--- src/scpr_defs.svh ---
`ifndef SCPR_DEFS_SVH
`define SCPR_DEFS_SVH

// ---------------------------------------------------------------
// Register indices (byte address is four times the index)
// ---------------------------------------------------------------
`define SCPR_IDX_SYNC_REF      10'h084
`define SCPR_IDX_NV_SEQ        10'h085
`define SCPR_IDX_SWING         10'h08D
`define SCPR_IDX_DRIVER        10'h08F
`define SCPR_IDX_CONV_POWER    10'h090
`define SCPR_IDX_ACLK          10'h091
`define SCPR_NUM_REGS          6

// ---------------------------------------------------------------
// Reset values and writable-bit masks
// ---------------------------------------------------------------
`define SCPR_RST_SYNC_REF      8'h00
`define SCPR_RST_NV_SEQ        8'h13
`define SCPR_RST_SWING         8'h00
`define SCPR_RST_DRIVER        8'h00
`define SCPR_RST_CONV_POWER    8'h03
`define SCPR_RST_ACLK          8'h01
`define SCPR_WMASK_SYNC_REF    8'hFF
`define SCPR_WMASK_NV_SEQ      8'h73
`define SCPR_WMASK_SWING       8'h1F
`define SCPR_WMASK_DRIVER      8'h01
`define SCPR_WMASK_CONV_POWER  8'h03
`define SCPR_WMASK_ACLK        8'hFF

// ---------------------------------------------------------------
// Field positions
// ---------------------------------------------------------------
`define SCPR_BIT_COUPLING      6
`define SCPR_BIT_SYNC_RX_OFF   0
`define SCPR_NV_A_HI           6
`define SCPR_NV_A_LO           4
`define SCPR_BIT_NV_B          1
`define SCPR_BIT_NV_C          0
`define SCPR_SWING_HI          4
`define SCPR_BIT_DRV_OFF       0
`define SCPR_BIT_CONV1_OFF     1
`define SCPR_BIT_CONV0_OFF     0
`define SCPR_BIT_ACLK_OFF      0

// ---------------------------------------------------------------
// Swing code ranges and field reset values
// ---------------------------------------------------------------
`define SCPR_SWING_NEG_MIN     5'h0A
`define SCPR_SWING_NEG_MAX     5'h13
`define SCPR_NV_A_RST          3'h1

`endif

--- src/scpr_pkg.sv ---
package scpr_pkg;

   // Register selected by an APB address
   typedef enum logic [2:0] {
      SCPR_SEL_SYNC_REF   = 3'b000,
      SCPR_SEL_NV_SEQ     = 3'b001,
      SCPR_SEL_SWING      = 3'b010,
      SCPR_SEL_DRIVER     = 3'b011,
      SCPR_SEL_CONV_POWER = 3'b100,
      SCPR_SEL_ACLK       = 3'b101,
      SCPR_SEL_NONE       = 3'b110
   } scpr_sel_t;

   typedef logic [7:0] scpr_byte_t;

endpackage

--- src/scpr_regs.sv ---
// Design decision made here: the APB register port.
`timescale 1ns/100ps
`include "scpr_defs.svh"

module scpr_regs (
   input  wire logic        pclk,
   input  wire logic        presetn,
   input  wire logic        psel,
   input  wire logic        penable,
   input  wire logic        pwrite,
   input  wire logic [11:0] paddr,
   input  wire logic [31:0] pwdata,
   input  wire logic [3:0]  pstrb,
   output logic      [31:0] prdata,
   output logic             pready,
   output logic             pslverr,
   output logic             sync_ref_coupling_select,
   output logic             sync_ref_receiver_off,
   output logic      [2:0]  nv_seq_field_a,
   output logic             nv_seq_bit_b,
   output logic             nv_seq_bit_c,
   output logic      [4:0]  obs_clock_swing_code,
   output logic             obs_clock_inverted,
   output logic             obs_clock_driver_off,
   output logic             converter0_off,
   output logic             converter1_off,
   output logic             analog_clock_rx_off
);

   // ---------------------------------------------------------------
   // Decode helpers
   // ---------------------------------------------------------------

   // Word address to register; misaligned addresses count as unmapped
   function automatic scpr_pkg::scpr_sel_t scpr_decode(input logic [11:0] addr);
      scpr_pkg::scpr_sel_t sel;
      sel = scpr_pkg::SCPR_SEL_NONE;
      if (addr[1:0] == 2'h0) begin
         case (addr[11:2])
            `SCPR_IDX_SYNC_REF:   sel = scpr_pkg::SCPR_SEL_SYNC_REF;
            `SCPR_IDX_NV_SEQ:     sel = scpr_pkg::SCPR_SEL_NV_SEQ;
            `SCPR_IDX_SWING:      sel = scpr_pkg::SCPR_SEL_SWING;
            `SCPR_IDX_DRIVER:     sel = scpr_pkg::SCPR_SEL_DRIVER;
            `SCPR_IDX_CONV_POWER: sel = scpr_pkg::SCPR_SEL_CONV_POWER;
            `SCPR_IDX_ACLK:       sel = scpr_pkg::SCPR_SEL_ACLK;
            default:              sel = scpr_pkg::SCPR_SEL_NONE;
         endcase
      end
      return sel;
   endfunction

   // Negative swing codes flip the clock polarity
   function automatic logic scpr_swing_inverts(input logic [4:0] code);
      return (code >= `SCPR_SWING_NEG_MIN) && (code <= `SCPR_SWING_NEG_MAX);
   endfunction

   // ---------------------------------------------------------------
   // Register storage
   // ---------------------------------------------------------------

   localparam logic [47:0] RST_VALS = {`SCPR_RST_ACLK, `SCPR_RST_CONV_POWER, `SCPR_RST_DRIVER,
                                       `SCPR_RST_SWING, `SCPR_RST_NV_SEQ, `SCPR_RST_SYNC_REF};
   localparam logic [47:0] WMASKS   = {`SCPR_WMASK_ACLK, `SCPR_WMASK_CONV_POWER, `SCPR_WMASK_DRIVER,
                                       `SCPR_WMASK_SWING, `SCPR_WMASK_NV_SEQ, `SCPR_WMASK_SYNC_REF};

   scpr_pkg::scpr_sel_t  sel_w;
   logic                 commit;
   logic                 wr_commit;
   scpr_pkg::scpr_byte_t reg_val [`SCPR_NUM_REGS];

   // The write lands at the edge where the master sees pready high
   assign sel_w     = scpr_decode(paddr);
   assign commit    = psel && penable && pready;
   assign wr_commit = commit && pwrite && pstrb[0];

   // One byte per register, data on lane 0 only
   for (genvar i = 0; i < `SCPR_NUM_REGS; i++) begin : g_reg
      scpr_cfg_byte #(
         .RESET_VAL (RST_VALS[i*8 +: 8]),
         .WMASK     (WMASKS[i*8 +: 8])
      ) u_byte (
         .pclk    (pclk),
         .presetn (presetn),
         .wr_en   (wr_commit && (sel_w == scpr_pkg::scpr_sel_t'(3'(i)))),
         .wr_data (pwdata[7:0]),
         .value   (reg_val[i])
      );
   end

   // ---------------------------------------------------------------
   // Control outputs
   // ---------------------------------------------------------------

   // Sync-reference receiver mode and power
   assign sync_ref_coupling_select = reg_val[0][`SCPR_BIT_COUPLING];
   assign sync_ref_receiver_off    = reg_val[0][`SCPR_BIT_SYNC_RX_OFF];

   // Start-up sequencing bits, toggled by software only
   assign nv_seq_field_a = reg_val[1][`SCPR_NV_A_HI:`SCPR_NV_A_LO];
   assign nv_seq_bit_b   = reg_val[1][`SCPR_BIT_NV_B];
   assign nv_seq_bit_c   = reg_val[1][`SCPR_BIT_NV_C];

   // Observation clock driver
   assign obs_clock_swing_code = reg_val[2][`SCPR_SWING_HI:0];
   assign obs_clock_driver_off = reg_val[3][`SCPR_BIT_DRV_OFF];

   // Converter channels and analog clock receiver
   assign converter0_off      = reg_val[4][`SCPR_BIT_CONV0_OFF];
   assign converter1_off      = reg_val[4][`SCPR_BIT_CONV1_OFF];
   assign analog_clock_rx_off = reg_val[5][`SCPR_BIT_ACLK_OFF];

   // ---------------------------------------------------------------
   // Swing polarity flag
   // ---------------------------------------------------------------

   logic inverted_q;
   logic inverted_d;

   // Registered so the pin is glitch free; lags the code by one cycle
   always_comb begin
      inverted_d = scpr_swing_inverts(obs_clock_swing_code);
   end

   always_ff @(posedge pclk or negedge presetn) begin
      if (!presetn) begin
         inverted_q <= 1'b0;
      end else begin
         inverted_q <= inverted_d;
      end
   end

   assign obs_clock_inverted = inverted_q;

   // ---------------------------------------------------------------
   // APB answer
   // ---------------------------------------------------------------

   logic        pready_q;
   logic        pready_d;
   logic        pslverr_q;
   logic        pslverr_d;
   logic [31:0] prdata_q;
   logic [31:0] prdata_d;

   // One wait state keeps prdata and pready straight from flops
   always_comb begin
      pready_d  = 1'b0;
      pslverr_d = 1'b0;
      prdata_d  = 32'h0000_0000;
      if (psel && penable && !pready_q) begin
         pready_d  = 1'b1;
         pslverr_d = (sel_w == scpr_pkg::SCPR_SEL_NONE);
         if (!pwrite && (sel_w != scpr_pkg::SCPR_SEL_NONE)) begin
            prdata_d = {24'h00_0000, reg_val[sel_w]};
         end
      end
   end

   always_ff @(posedge pclk or negedge presetn) begin
      if (!presetn) begin
         pready_q  <= 1'b0;
         pslverr_q <= 1'b0;
         prdata_q  <= 32'h0000_0000;
      end else begin
         pready_q  <= pready_d;
         pslverr_q <= pslverr_d;
         prdata_q  <= prdata_d;
      end
   end

   assign pready  = pready_q;
   assign pslverr = pslverr_q;
   assign prdata  = prdata_q;

   logic wr_sync;
   logic wr_nv;
   logic wr_swing;
   logic wr_drv;
   logic wr_pow;
   logic wr_aclk;

   // Per-register write strobes for the checks below
   assign wr_sync  = wr_commit && (sel_w == scpr_pkg::SCPR_SEL_SYNC_REF);
   assign wr_nv    = wr_commit && (sel_w == scpr_pkg::SCPR_SEL_NV_SEQ);
   assign wr_swing = wr_commit && (sel_w == scpr_pkg::SCPR_SEL_SWING);
   assign wr_drv   = wr_commit && (sel_w == scpr_pkg::SCPR_SEL_DRIVER);
   assign wr_pow   = wr_commit && (sel_w == scpr_pkg::SCPR_SEL_CONV_POWER);
   assign wr_aclk  = wr_commit && (sel_w == scpr_pkg::SCPR_SEL_ACLK);
endmodule

--- src/scpr_cfg_byte.sv ---
`timescale 1ns/100ps

// ---------------------------------------------------------------
// One configuration byte with reset value and writable mask
// ---------------------------------------------------------------
module scpr_cfg_byte #(
   parameter logic [7:0] RESET_VAL = 8'h00,
   parameter logic [7:0] WMASK     = 8'hFF
) (
   input  wire logic                 pclk,
   input  wire logic                 presetn,
   input  wire logic                 wr_en,
   input  wire scpr_pkg::scpr_byte_t wr_data,
   output scpr_pkg::scpr_byte_t      value
);

   scpr_pkg::scpr_byte_t value_q;
   scpr_pkg::scpr_byte_t value_d;

   // Read-only bits keep their reset value, so they always read as it
   always_comb begin
      value_d = value_q;
      if (wr_en) begin
         value_d = (value_q & ~WMASK) | (wr_data & WMASK);
      end
   end

   // Storage
   always_ff @(posedge pclk or negedge presetn) begin
      if (!presetn) begin
         value_q <= RESET_VAL;
      end else begin
         value_q <= value_d;
      end
   end

   assign value = value_q;

endmodule

--- config.mk ---
export PLATFORM = sky130hd
export DESIGN_NAME = scpr_regs
export DESIGN_NICKNAME = d
export VERILOG_FILES = /design/src/scpr_pkg.sv /design/src/scpr_regs.sv /design/src/scpr_cfg_byte.sv
export VERILOG_INCLUDE_DIRS = /design/src /design/src/src
export SDC_FILE = /design/constraint.sdc
export NUM_CORES = 1
export LEC_CHECK = 0
export ABC_AREA = 1
export BUFFER_PORTS_ARGS = -buffer_cell sky130_fd_sc_hd__buf_2
export CORE_MARGIN = 3
export CORE_UTILIZATION = 45
export DETAILED_ROUTE_END_ITERATION = 6
export GPL_TIMING_DRIVEN = 0
export PLACE_DENSITY = 0.83
export SLEW_MARGIN = 20
export SYNTH_ARGS = -nofsm -noshare
export SYNTH_HDL_FRONTEND = slang
export SYNTH_HIERARCHICAL = 1
export SYNTH_SLANG_ARGS = --single-unit
--- constraint.sdc ---
create_clock -name pclk -period 2.2 [get_ports pclk]
set_input_delay 0.11 -clock pclk [delete_from_list [all_inputs] [get_ports pclk]]
set_output_delay 0.11 -clock pclk [all_outputs]
set_load 0.01 [all_outputs]
== Word level (Yosys, flattened, before mapping) ==
Index checks and enable logic that the tools add are counted.
Widths: inputs -> output; s select.

* Bits in registers: 83
* Input bits: 53
* Output and inout bits: 51

* Equality and inequality tests: 13
* Bitwise gates (word level): 5
* Muxes and demuxes: 9
* Order comparisons: 3
* Reductions and logical operators: 17

{| class="wikitable"
|+ Operators by type and width
! cell !! count
|-
| $eq 10x8->1 const B || 6
|-
| $mux 8 || 4
|-
| $bmux 8 s3 || 1
|-
| $pmux 3 s6 || 1
|-
| $logic_and 1x1->1 || 13
|-
| $eq 3x3->1 const B || 3
|-
| $or 8x1->8 || 1
|-
| $or 8x2->8 || 1
|-
| $or 8x5->8 || 1
|-
| $or 8x7->8 || 1
|-
| $eq 3x2->1 const B || 2
|-
| $ge 5x4->1 const B || 1
|-
| $le 5x5->1 const B || 1
|-
| $ge 4x4->1 const B || 1
|-
| $not 3->4 || 1
|-
| $eq 3x1->1 const B || 1
|-
| $logic_not 3->1 || 1
|-
| $mux 3 || 1
|-
| $ne 3x3->1 const B || 1
|-
| $logic_not 1->1 || 2
|-
| $logic_not 2->1 || 1
|-
| $mux 1 || 2
|}

== Logic depth before layout (Yosys ltp) ==
Gate-level depths: netlist of the first run.

* Word-level depth: 9
* Gate-level depth with buffers: 15
* Mapped depth without buffers: 13

== Modules after synthesis ==
The synthesis of the first run kept the hierarchy.

{| class="wikitable"
|+ Modules (own cells, without submodules)
! module !! cells an instance !! times used !! area an instance (um^2)
|-
| scpr_regs || 257 || 1 || 1,552.7
|-
| scpr_cfg_byte (g_reg[5].u_byte) || 34 || 1 || 306.5
|-
| scpr_cfg_byte (g_reg[0].u_byte) || 34 || 1 || 305.3
|-
| scpr_cfg_byte (g_reg[1].u_byte) || 25 || 1 || 215.2
|-
| scpr_cfg_byte (g_reg[2].u_byte) || 25 || 1 || 211.5
|-
| scpr_cfg_byte (g_reg[4].u_byte) || 16 || 1 || 127.6
|-
| scpr_cfg_byte (g_reg[3].u_byte) || 13 || 1 || 96.3
|}

== Least setup slack after synthesis of the first run ==
Ideal clock, no wire load.

* Path type: input-to-reg
* From: in paddr[10]
* To: reg g_reg[2].u_byte.value_q[2]
* Slack: 0.733 ns
* Buffers on the path: 0
* Cell stages on the path: 12
* Arrival: 1.350 ns
* Cell sequence: inv_2 nand2_2 nor2_2 nand3_2 nand3_2 nand2_4 clkinv_2 nand3_1 nor2_1 inv_2 nand2_1 nand2_1

* Word-level cells in the longest chain between the ends: 5
* Elaborated cells between the ends (all ways): 10

{| class="wikitable"
|+ Ends and longest elaborated chain
! what !! line !! text
|-
| from (decl) || scpr_regs.sv:11 || <nowiki>input wire logic [11:0] paddr,</nowiki>
|-
| $eq 10x8->1 || scpr_regs.sv:39 || <nowiki>case (addr[11:2])</nowiki>
|-
| $pmux 3 s6 * || scpr_regs.sv:39 ||
|-
| $mux 3 * || scpr_regs.sv:38 || <nowiki>if (addr[1:0] == 2'h0) begin</nowiki>
|-
| $eq 3x2->1 * || - ||
|-
| $logic_and 1x1->1 * || - ||
|-
| to (signal assigned) || scpr_cfg_byte.sv:33 || <nowiki>value_q <= value_d;</nowiki>
|-
| to (decl) || scpr_cfg_byte.sv:17 || <nowiki>scpr_pkg::scpr_byte_t value_q;</nowiki>
|}

Every way passes the cells marked *; elsewhere a longest branch is shown, timed or not.
A chain may end at the register's enable or synchronous reset.

== Final worst setup path of the first run ==
* From: in paddr[10]
* To: reg g_reg[1].u_byte.value_q[6]

* Word-level cells in the longest chain between the ends: 5
* Elaborated cells between the ends (all ways): 10

{| class="wikitable"
|+ Ends and longest elaborated chain
! what !! line
|-
| $eq 10x8->1 || scpr_regs.sv:39
|-
| $pmux 3 s6 * || scpr_regs.sv:39
|-
| $mux 3 * || scpr_regs.sv:38
|-
| $eq 3x1->1 * || -
|-
| $logic_and 1x1->1 * || -
|-
| to (signal assigned) || scpr_cfg_byte.sv:33
|-
| to (decl) || scpr_cfg_byte.sv:17
|}

Marked as above.

==> metrics, run 1 <==
vias=2,730; I/O Buffers=52; Post-synth EDFFs=0; Mapped Area=2820 um2; CP Capture Point=g_reg[1].u_byte/value[6]; post-route minimum period=1.70 ns; Unique masters post-synth=27; worst skew pair latency=0.30 ns; Synth Warn #=6; initial antenna violation count=0; FF-to-FF setup slack=0.53 ns; final instance count without filler cells=578; post-CTS setup buffer count=0; met3 track demand over resource=4.17%; FF-to-FF Start=pready; vias per inst=4.72; asr flop ratio synth=100%; pins over their slew limit=0; syn avg cell area=6.97 um2; Max Root-Sink Buffers=2; gpl congestion=0.957; # hold bufs at CTS=1; post-synth top area share=30.2%; grt peak-use layer=met2; crit start category=input pin; Hold WC Path Type=in2reg; area leader, netlist=dfrtp_1; worst r2r path cells=7; fmax=588 MHz; RSZ-0062 raised after global routing=no; #FFs+latches synth=40; die area=7240 um2; Slew HR=42.4%; CTS-repair resized insts=0; Most used DFF post-synth=dfrtp_1; outcome=finished, final reports clean; GRT met1 Usage=25.2%; final hold vios=0; grt ovf=0; power density over the cells=477 nW/um2; final period utilization=77.3%; CTS tree=done; num rows=28; VDD IR max=0.391 mV; reg-to-reg endpoint=g_reg[1].u_byte/value[6]; clk root buf=clkbuf_8; first-pass GRT wire length=11.3 mm; critical path type=in2reg; MaxCap Viol Count=0; WL per Instance=11.9 um; vias in the first global route=2,454; post-layout util=57.7%; clk sinks=40; I/O pin cnt=104; detailed placement HPWL=5.42 mm; antenna-violating nets left=0; Final #Nets=555; die extent in x=85.1 um; Pleak=2.00 nW; Setup crit end kind=flip-flop; Critical path origin=paddr[10]; Placed Cells=569; setup violators final=0; CP Data Arrival Time=1.89 ns; Worst-Margin Slew=0.865 ns; Req. time, crit path=2.39 ns; Die Y=85.1 um; H-Tree Depth=2; largest net degree at the start of global routing=41; Setup Total Neg Slack=0 ns; Starting DRT DRC Count=198; GRT Util Overall=19.4%; Post-route DRC=0; Pre-Repair DR Iteration Count=5; WL final=6.90 mm; Seq/Total Area, Yosys=35.8%; GR met2 Demand/Resource=32.8%; clock slew at reported path FFs=0.08 ns; Crit Path Max Fanout=6; clk_skew=0.00710 ns; most common cell after layout, fill and taps aside=nand2_1; Post-Synthesis Cells=404; layout overhead on the synthesized area=22.7%; synth top area cells=dfrtp_1 (30%), nand2_1 (18%), buf_4 (12%), nand3_1 (5.7%), dfstp_2 (5.6%); n_diodes=0; share of post-route cells with drive strength above 1=29.8%; Initial Util=47.0%; most frequent cells in the layout=nand2_1 (132), buf_2 (55), buf_4 (44); Inserted Clock Buffers=5; CORE AREA=5990 um2
==> routing by layer <==
metal | part of all wire, % | up-vias | wire length (um)
li1 | - | 1356 | -
met1 | 42 | 1252 | 2920
met2 | 49 | 112 | 3360
met3 | 7.8 | 10 | 541
met4 | 1.2 | 0 | 82
met5 | 0 | - | 0
==> cells by family (layout without fill, tap and decap cells) <==
kind of cell / Yosys count / count (layout) / synth area share [%]
other: 5 / 43 / 0.667
flip-flops: 40 / 40 / 35.8
AO/OA/AOI/OAI: 3 / 3 / 0.711
AND/OR/NAND/NOR: 250 / 250 / 41.8
buffers and inverters: 106 / 167 / 21.0
==> worst max-delay path: stages <==
cell,delay [ns]
buf_2,0.11
inv_2,0.05
nand2_2,0.08
nor2_2,0.17
nand3_2,0.20
nand3_2,0.14
nand2_4,0.08
clkinv_2,0.08
nand3_1,0.17
nor2_1,0.42
inv_2,0.13
nand2_1,0.09
nand2_1,0.05
==> state kept, by name (all words and copies together) (netlist names) <==
register            cells
obs_clock_inverted      1
prdata                  8
pslverr                 1
pready                  1
g.u_byte/value         29
==> power by group <==
group,leakage [nW],switching (W),internal (W)
sequential,0.535,0.00000103,0.000737
clock,0.0654,0.000266,0.000454
combinational,1.40,0.000107,0.0000828
==> cell type report <==
cell class                 count  area (um2)
buffer                        51         383
multi-input combinational    296        1360
timing repair buffer          53         270
clock inverter                 2        60.1
clock buffer                   6        72.6
fill                         555        2540
sequential                    40        1010
inverter                      55         208
tap                           75        93.8
==> cell usage after synthesis (2+ instances only) <==
cell and number:
inv_2 13, conb_1 5, inv_1 41, nand4_1 24, nand2_2 3, nand3_2 6
buf_6 3, dfrtp_1 34, nor2_2 2, buf_2 3, dfstp_2 6, nand3_1 32
nand2_1 132, buf_4 44, nand2_4 4, nor2_1 38, nor2_4 4
==> per-stage QoR <==
step	area, um2	power [W]	setup WS, ns	hold WS (ns)
finish	3450	0.00165	0.499	0.0230
global route	3450	0.00171	0.315	0.0339
CTS	3450	0.00165	0.512	0.0188
detailed placement	3310	0.000937	0.200	0.274
global placement	3310	0.000934	0.368	0.266
floorplan	2960	0.000874	0.733	-0.186
==> worst min-delay path by stage <==
stage | cells after the start | to | slack (ns) | start
floorplan | 0 | g_reg[0].u_byte/value[0] | -0.19 | presetn
global route | 3 | g_reg[0].u_byte/value[7] | 0.03 | pwdata[7]
global placement | 1 | pslverr | 0.27 | presetn
detailed placement | 1 | pslverr | 0.27 | presetn
CTS | 3 | g_reg[0].u_byte/value[7] | 0.02 | pwdata[7]
finish | 3 | g_reg[0].u_byte/value[7] | 0.02 | pwdata[7]
No activity file was read; power rests on OpenSTA's default activity.
==> run 2: changes to the inputs <==
PLACE_DENSITY = 0.86   (was 0.83)
clock period = 1.46 ns   (was 2.2 ns; I/O delays follow)
==> metrics, run 2 (synthesis gave the netlist of run 1 again) <==
Setup crit end kind=flip-flop; Tot Pwr=0.00218 W (+32%); top cell family by delay on the critical path=simple AND/OR/NAND/NOR gates; MaxCap Viol Count=0 (unchanged); Pre-Repair DR Iteration Count=4 (-1); Inserted Clock Buffers=5 (unchanged); H-Tree Depth=2 (unchanged); Largest register FFs=29 (unchanged); pins over their slew limit=0 (unchanged); met3 wire len=588 um (+8.7%); Sequential cell area=1010 um2 (unchanged); VDD IR max=0.519 mV (+33%); vias per inst=4.68 (-1.0%); post-route setup slack=0.0686 ns (-0.430 ns); detailed placement HPWL=5.38 mm (-0.89%); setup violators final=0 (unchanged); Hold WC Path Type=in2reg; num rows=28 (unchanged); multi-input logic area=1450 um2 (+6.9%); clk root buf=clkbuf_8; crit path cell chain=buf_2 -> inv_2 -> nand2_1 -> nor2_4 -> buf_4 -> nand3_1 -> nand3_1 -> nand2_1 -> buf_2 -> nand2_1 -> nor2_2 -> buf_6 -> inv_2 -> nand2_1 -> nand2_1; power density over the cells=598 nW/um2 (+25%); WL final=7.22 mm (+4.7%); met2 WL post-DR=3.58 mm (+6.5%); final hold vios=0 (unchanged); CORE AREA=5990 um2 (unchanged); slowest cell on the critical path=buf_2; post-route minimum period=1.39 ns; Place WS=-0.435 ns (-0.635 ns); layout overhead on the synthesized area=29.4%; worst skew pair latency=0.29 ns (about the same); first-pass GRT wire length=11.1 mm (-1.4%); Buffers & Inverters on Critical Path=6 (+2); grt ovf=0 (unchanged); Critical Path Most Common Cell=nand2_1; I/O pin cnt=104 (unchanged); RSZ-0062 raised after global routing=yes; most frequent cells in the layout=nand2_1 (130), buf_4 (57), buf_2 (55); Initial Util=47.0% (unchanged); post-layout util=60.8% (+3.1 points); vias in the first global route=2,475 (+0.86%); Worst-Margin Slew=0.855 ns (-0.00997 ns); Metal-1 WL=2.90 mm (-0.48%); Die Y=85.1 um (unchanged); GRT Util Overall=19.1% (-0.33 points); crit-path max cell delay=0.23 ns (-0.19 ns); die area=7240 um2 (unchanged); initial antenna violation count=0 (unchanged); I/O Buffers=52 (unchanged); Post-route DRC=0 (unchanged); critical path type=in2reg; Crit Path Max Fanout=10 (+4); WL per Instance=12.2 um (+1.9%); clk_skew=0.0112 ns (+0.00413 ns); CTS tree=done; Slew HR=43.0% (+0.66 points); Req. time, crit path=1.65 ns (-0.74 ns); Highest Signal Layer=met4; die extent in x=85.1 um (unchanged); vias=2,777 (+1.7%); clock slew at reported path FFs=0.07 ns (about the same); outcome=finished, final reports clean; clk sinks=40 (unchanged); CP Data Arrival Time=1.58 ns (-0.31 ns); n_diodes=0 (unchanged); Starting DRT DRC Count=142 (-28%); Fillers=535 (-3.6%); share of post-route cells with drive strength above 1=33.9% (+4.1 points); fmax=719 MHz; final period utilization=95.3%; Final #Nets=571 (+2.9%); gpl congestion=0.902 (-5.8%); most common cell after layout, fill and taps aside=nand2_1; crit start category=input pin; Max Root-Sink Buffers=2 (unchanged); Pleak=2.07 nW (+3.2%); antenna-violating nets left=0 (unchanged); largest net degree at the start of global routing=41 (unchanged)
## run 2: cell types whose count changed in the layout (fill, tap and decap cells not counted), moves of 2 or more
cell,previous run,this run
nor2_1,38,33
nor2_4,4,9
nand3_4,0,4
nand2_1,132,130
bufinv_16,2,0
nand2_2,3,5
nand3_2,6,3
buf_4,44,57
## run 2: metrics by stage
step	setup TNS [ns]	area (um2)	cells	hold slack, ns
6_report	0	3640	594	0.0218
5_1_grt	-1.14	3640	594	0.0336
3_3_place_gp	-8.77	3310	569	0.233
3_5_place_dp	-10.40	3310	569	0.236
2_1_floorplan	0	2960	442	-0.223
4_1_cts	-0.479	3450	579	0.0142
## run 2: what timing repair did
item / CTS / global route
setup endpoints to repair: 22 / 29
hold buffers: 2 / 0
gates resized for setup: 4 / 21
hold endpoints to repair: 35 / 0
pin swaps: 0 / 6
gates cloned: 0 / 1
setup buffers: 0 / 14
## run 2: layout make-up
class,instances,area share (%)
Buffer,51,10.6
Clock buffer,7,2.37
Clock inverter,1,0.206
Inverter,55,5.87
Multi-Input combinational cell,296,39.9
Sequential cell,40,27.7
Tap cell,75,2.58
Timing Repair Buffer,69,10.8
## run 2: report_power, final
group / switching, W / internal (W) / total [W]
sequential: 0.00000190 / 0.00111 / 0.00111
combinational: 0.000177 / 0.000133 / 0.000310
clock: 0.000370 / 0.000384 / 0.000754
## run 2: worst paths after layout
path                       slack [ns]  cells after the start                       end                startpoint
max                              0.07                     15  g_reg[0].u_byte/value[7]                  paddr[8]
min                              0.02                      3  g_reg[5].u_byte/value[6]                 pwdata[6]
max reg2reg                      0.08                      8  g_reg[0].u_byte/value[7]                    pready
min reg2reg                      0.48                      2  g_reg[0].u_byte/value[4]  g_reg[0].u_byte/value[4]
max in group asynchronous        0.50                      2  g_reg[0].u_byte/value[4]                   presetn
min in group asynchronous        0.43                      2                    pready                   presetn
## run 2: per-layer routing
metal  vias to the layer above  global-route usage, %
met4                         0                   5.90
met5                         -                      0
li1                       1396                      -
met2                       105                   32.3
met1                      1259                   24.5
met3                        17                   3.88
## run 2: tightest hold or removal path, cell delays in order
cell,delay [ns]
buf_2,0.11
nand2_1,0.05
nand2_1,0.05
==> run 3: changes to the inputs <==
HOLD_SLACK_MARGIN = 0.12   (was not set)
==> metrics, run 3 (synthesis gave the netlist of run 1 again) <==
outcome=finished, final reports clean; share of post-route cells with drive strength above 1=33.3% (-0.58 points); post-route minimum period=1.40 ns (+0.0129 ns); post-layout util=62.3% (+1.5 points); pins over their slew limit=0 (unchanged); multi-input logic area=1450 um2 (unchanged); Final #Nets=580 (+1.6%); layout overhead on the synthesized area=32.6%; CP Data Arrival Time=1.61 ns (+0.03 ns); slowest cell on the critical path=dlygate4sd3_1; Largest register FFs=29 (unchanged); Slew HR=42.7% (-0.36 points); final period utilization=96.2% (+0.88 points); top cell family by delay on the critical path=simple AND/OR/NAND/NOR gates; MaxCap Viol Count=0 (unchanged); GRT Util Overall=19.3% (+0.20 points); vias in the first global route=2,525 (+2.0%); setup violators final=0 (unchanged); CTS tree=done; Worst-Margin Slew=0.860 ns (+0.00545 ns); Sequential Power Share=50.7% (-0.4 points); VDD IR max=0.544 mV (+4.8%); CORE AREA=5990 um2 (unchanged); H-Tree Depth=2 (unchanged); WL final=7.30 mm (+1.1%); Sequential cell area=1010 um2 (unchanged); Hold WC Path Type=in2reg; WL per Instance=12.1 um (-0.46%); vias=2,812 (+1.3%); part of the power in the clock network=34.3% (-0.3 points); Inserted Clock Buffers=5 (unchanged); largest net degree at the start of global routing=41 (unchanged); Fillers=520 (-2.8%); Buffers & Inverters on Critical Path=3 (-3); worst r2r path cells=8 (unchanged); Pre-Repair DR Iteration Count=5 (+1); die area=7240 um2 (unchanged); reg-to-reg endpoint=g_reg[0].u_byte/value[7]; grt ovf=0 (unchanged); crit-path max cell delay=0.57 ns (+0.34 ns); first-pass GRT wire length=11.2 mm (+1.2%); Initial Util=47.0% (unchanged); Net Sw Power=0.000552 W (+0.65%); gpl congestion=0.902 (unchanged); I/O Buffers=52 (unchanged); FF-to-FF Start=pready; worst skew pair latency=0.29 ns (about the same); FF-to-FF setup slack=0.09 ns (about the same); antenna-violating nets left=0 (unchanged); most frequent cells in the layout=nand2_1 (130), buf_4 (57), buf_2 (55); clock slew at reported path FFs=0.08 ns (about the same); num rows=28 (unchanged); Crit Path Max Fanout=8 (-2); initial antenna violation count=0 (unchanged); min-delay src=paddr[0]; Pleak=2.10 nW (+1.8%); Setup crit end kind=flip-flop; Die Y=85.1 um (unchanged); Starting DRT DRC Count=166 (+17%); post-route setup slack=0.0558 ns (-0.0129 ns); Post-route DRC=0 (unchanged); fmax=712 MHz (-0.92%); Req. time, crit path=1.67 ns (+0.02 ns); clk root buf=clkbuf_8; Int Power=0.00164 W (+0.96%); crit start category=input pin; Max Root-Sink Buffers=2 (unchanged); vias per inst=4.66 (-0.25%); detailed placement HPWL=5.38 mm (unchanged); final hold vios=0 (unchanged); Place WS=-0.435 ns (unchanged); crit path cell chain=buf_2 -> nand2_1 -> dlygate4sd3_1 -> nor2_1 -> inv_1 -> nor3_4 -> nand2_1 -> nor2_1; clk sinks=40 (unchanged); Tot Pwr=0.00220 W (+0.88%); I/O pin cnt=104 (unchanged); clk_skew=0.0102 ns (-0.00103 ns); Net Sw Frac=25.1% (-0.059 points); n_diodes=0 (unchanged); RSZ-0062 raised after global routing=yes; hold path endpoint=g_reg[3].u_byte/value[0]; critical path type=in2reg; power density over the cells=588 nW/um2 (-1.6%); Comb pwr share=15.0% (+0.8 points); most common cell after layout, fill and taps aside=nand2_1; die extent in x=85.1 um (unchanged); WHS Path Cells=7 (+4)
## run 3: changes by cell type in the layout (fill, tap and decap cells not counted), sizes merged
cell / delta
dlygate4sd3: +9
## run 3: cell type report
class / count / share of cell area [%]
tap: 75 / 2.51
sequential: 40 / 27.0
clock buffer: 7 / 2.31
buffer: 51 / 10.3
clock inverter: 1 / 0.201
timing repair buffer: 78 / 13.0
inverter: 55 / 5.73
multi-input combinational: 296 / 38.9
## run 3: power by group through the flow
| stage | Combinational, W | Sequential [W] | Clock (W) |
|---|---|---|---|
| floorplan | 0.000182 | 0.00114 | 0 |
| global placement | 0.000276 | 0.00113 | 0 |
| detailed placement | 0.000280 | 0.00113 | 0 |
| CTS | 0.000308 | 0.00111 | 0.000772 |
| global route | 0.000361 | 0.00111 | 0.000821 |
| finish | 0.000330 | 0.00111 | 0.000753 |
## run 3: stage by stage
step,area [um2],instances,TNS [ns],hold slack [ns]
after global placement,3310,569,-8.77,0.233
after CTS,3540,588,-0.479,0.216
after floorplan,2960,442,0,-0.223
after global routing,3730,603,-1.14,0.337
after detailed placement,3310,569,-10.40,0.236
final,3730,603,0,0.315
## run 3: worst reg2reg max path, cell delays in order, from the launching register on
cell	delay [ns]
dfrtp_1	0.39
nand3_1	0.14
nor2_4	0.15
nand3_4	0.14
nor2_2	0.13
buf_6	0.14
inv_2	0.07
nand2_1	0.07
nand2_1	0.05
## run 3: how the worst max path moves through the flow
stage               startpoint                        to  slack (ns)  cells after the start
detailed placement   paddr[10]  g_reg[1].u_byte/value[5]       -0.44                     13
global route          paddr[6]  g_reg[2].u_byte/value[2]       -0.08                     14
floorplan            paddr[10]  g_reg[2].u_byte/value[2]        0.03                     12
CTS                   paddr[8]  g_reg[1].u_byte/value[5]       -0.07                     13
global placement     paddr[10]  g_reg[1].u_byte/value[6]       -0.38                     13
finish                    psel                 prdata[1]        0.06                      8
## run 3: metal layers
layer  part of all wire (%)  up-vias  global-route usage (%)
met5                      0        -                       0
met4                    2.0        0                    6.33
met3                    7.1       15                    3.88
met2                     49      106                    32.7
met1                     42     1280                    24.6
li1                       -     1411                       -
## run 3: what timing repair did
item | in CTS | in global routing
setup buffers | 0 | 14
gates resized for setup | 4 | 21
hold buffers | 11 | 0
setup endpoints to repair | 22 | 29
pin swaps | 0 | 7
endpoints found under the hold margin | 69 | 0
gates cloned | 0 | 1
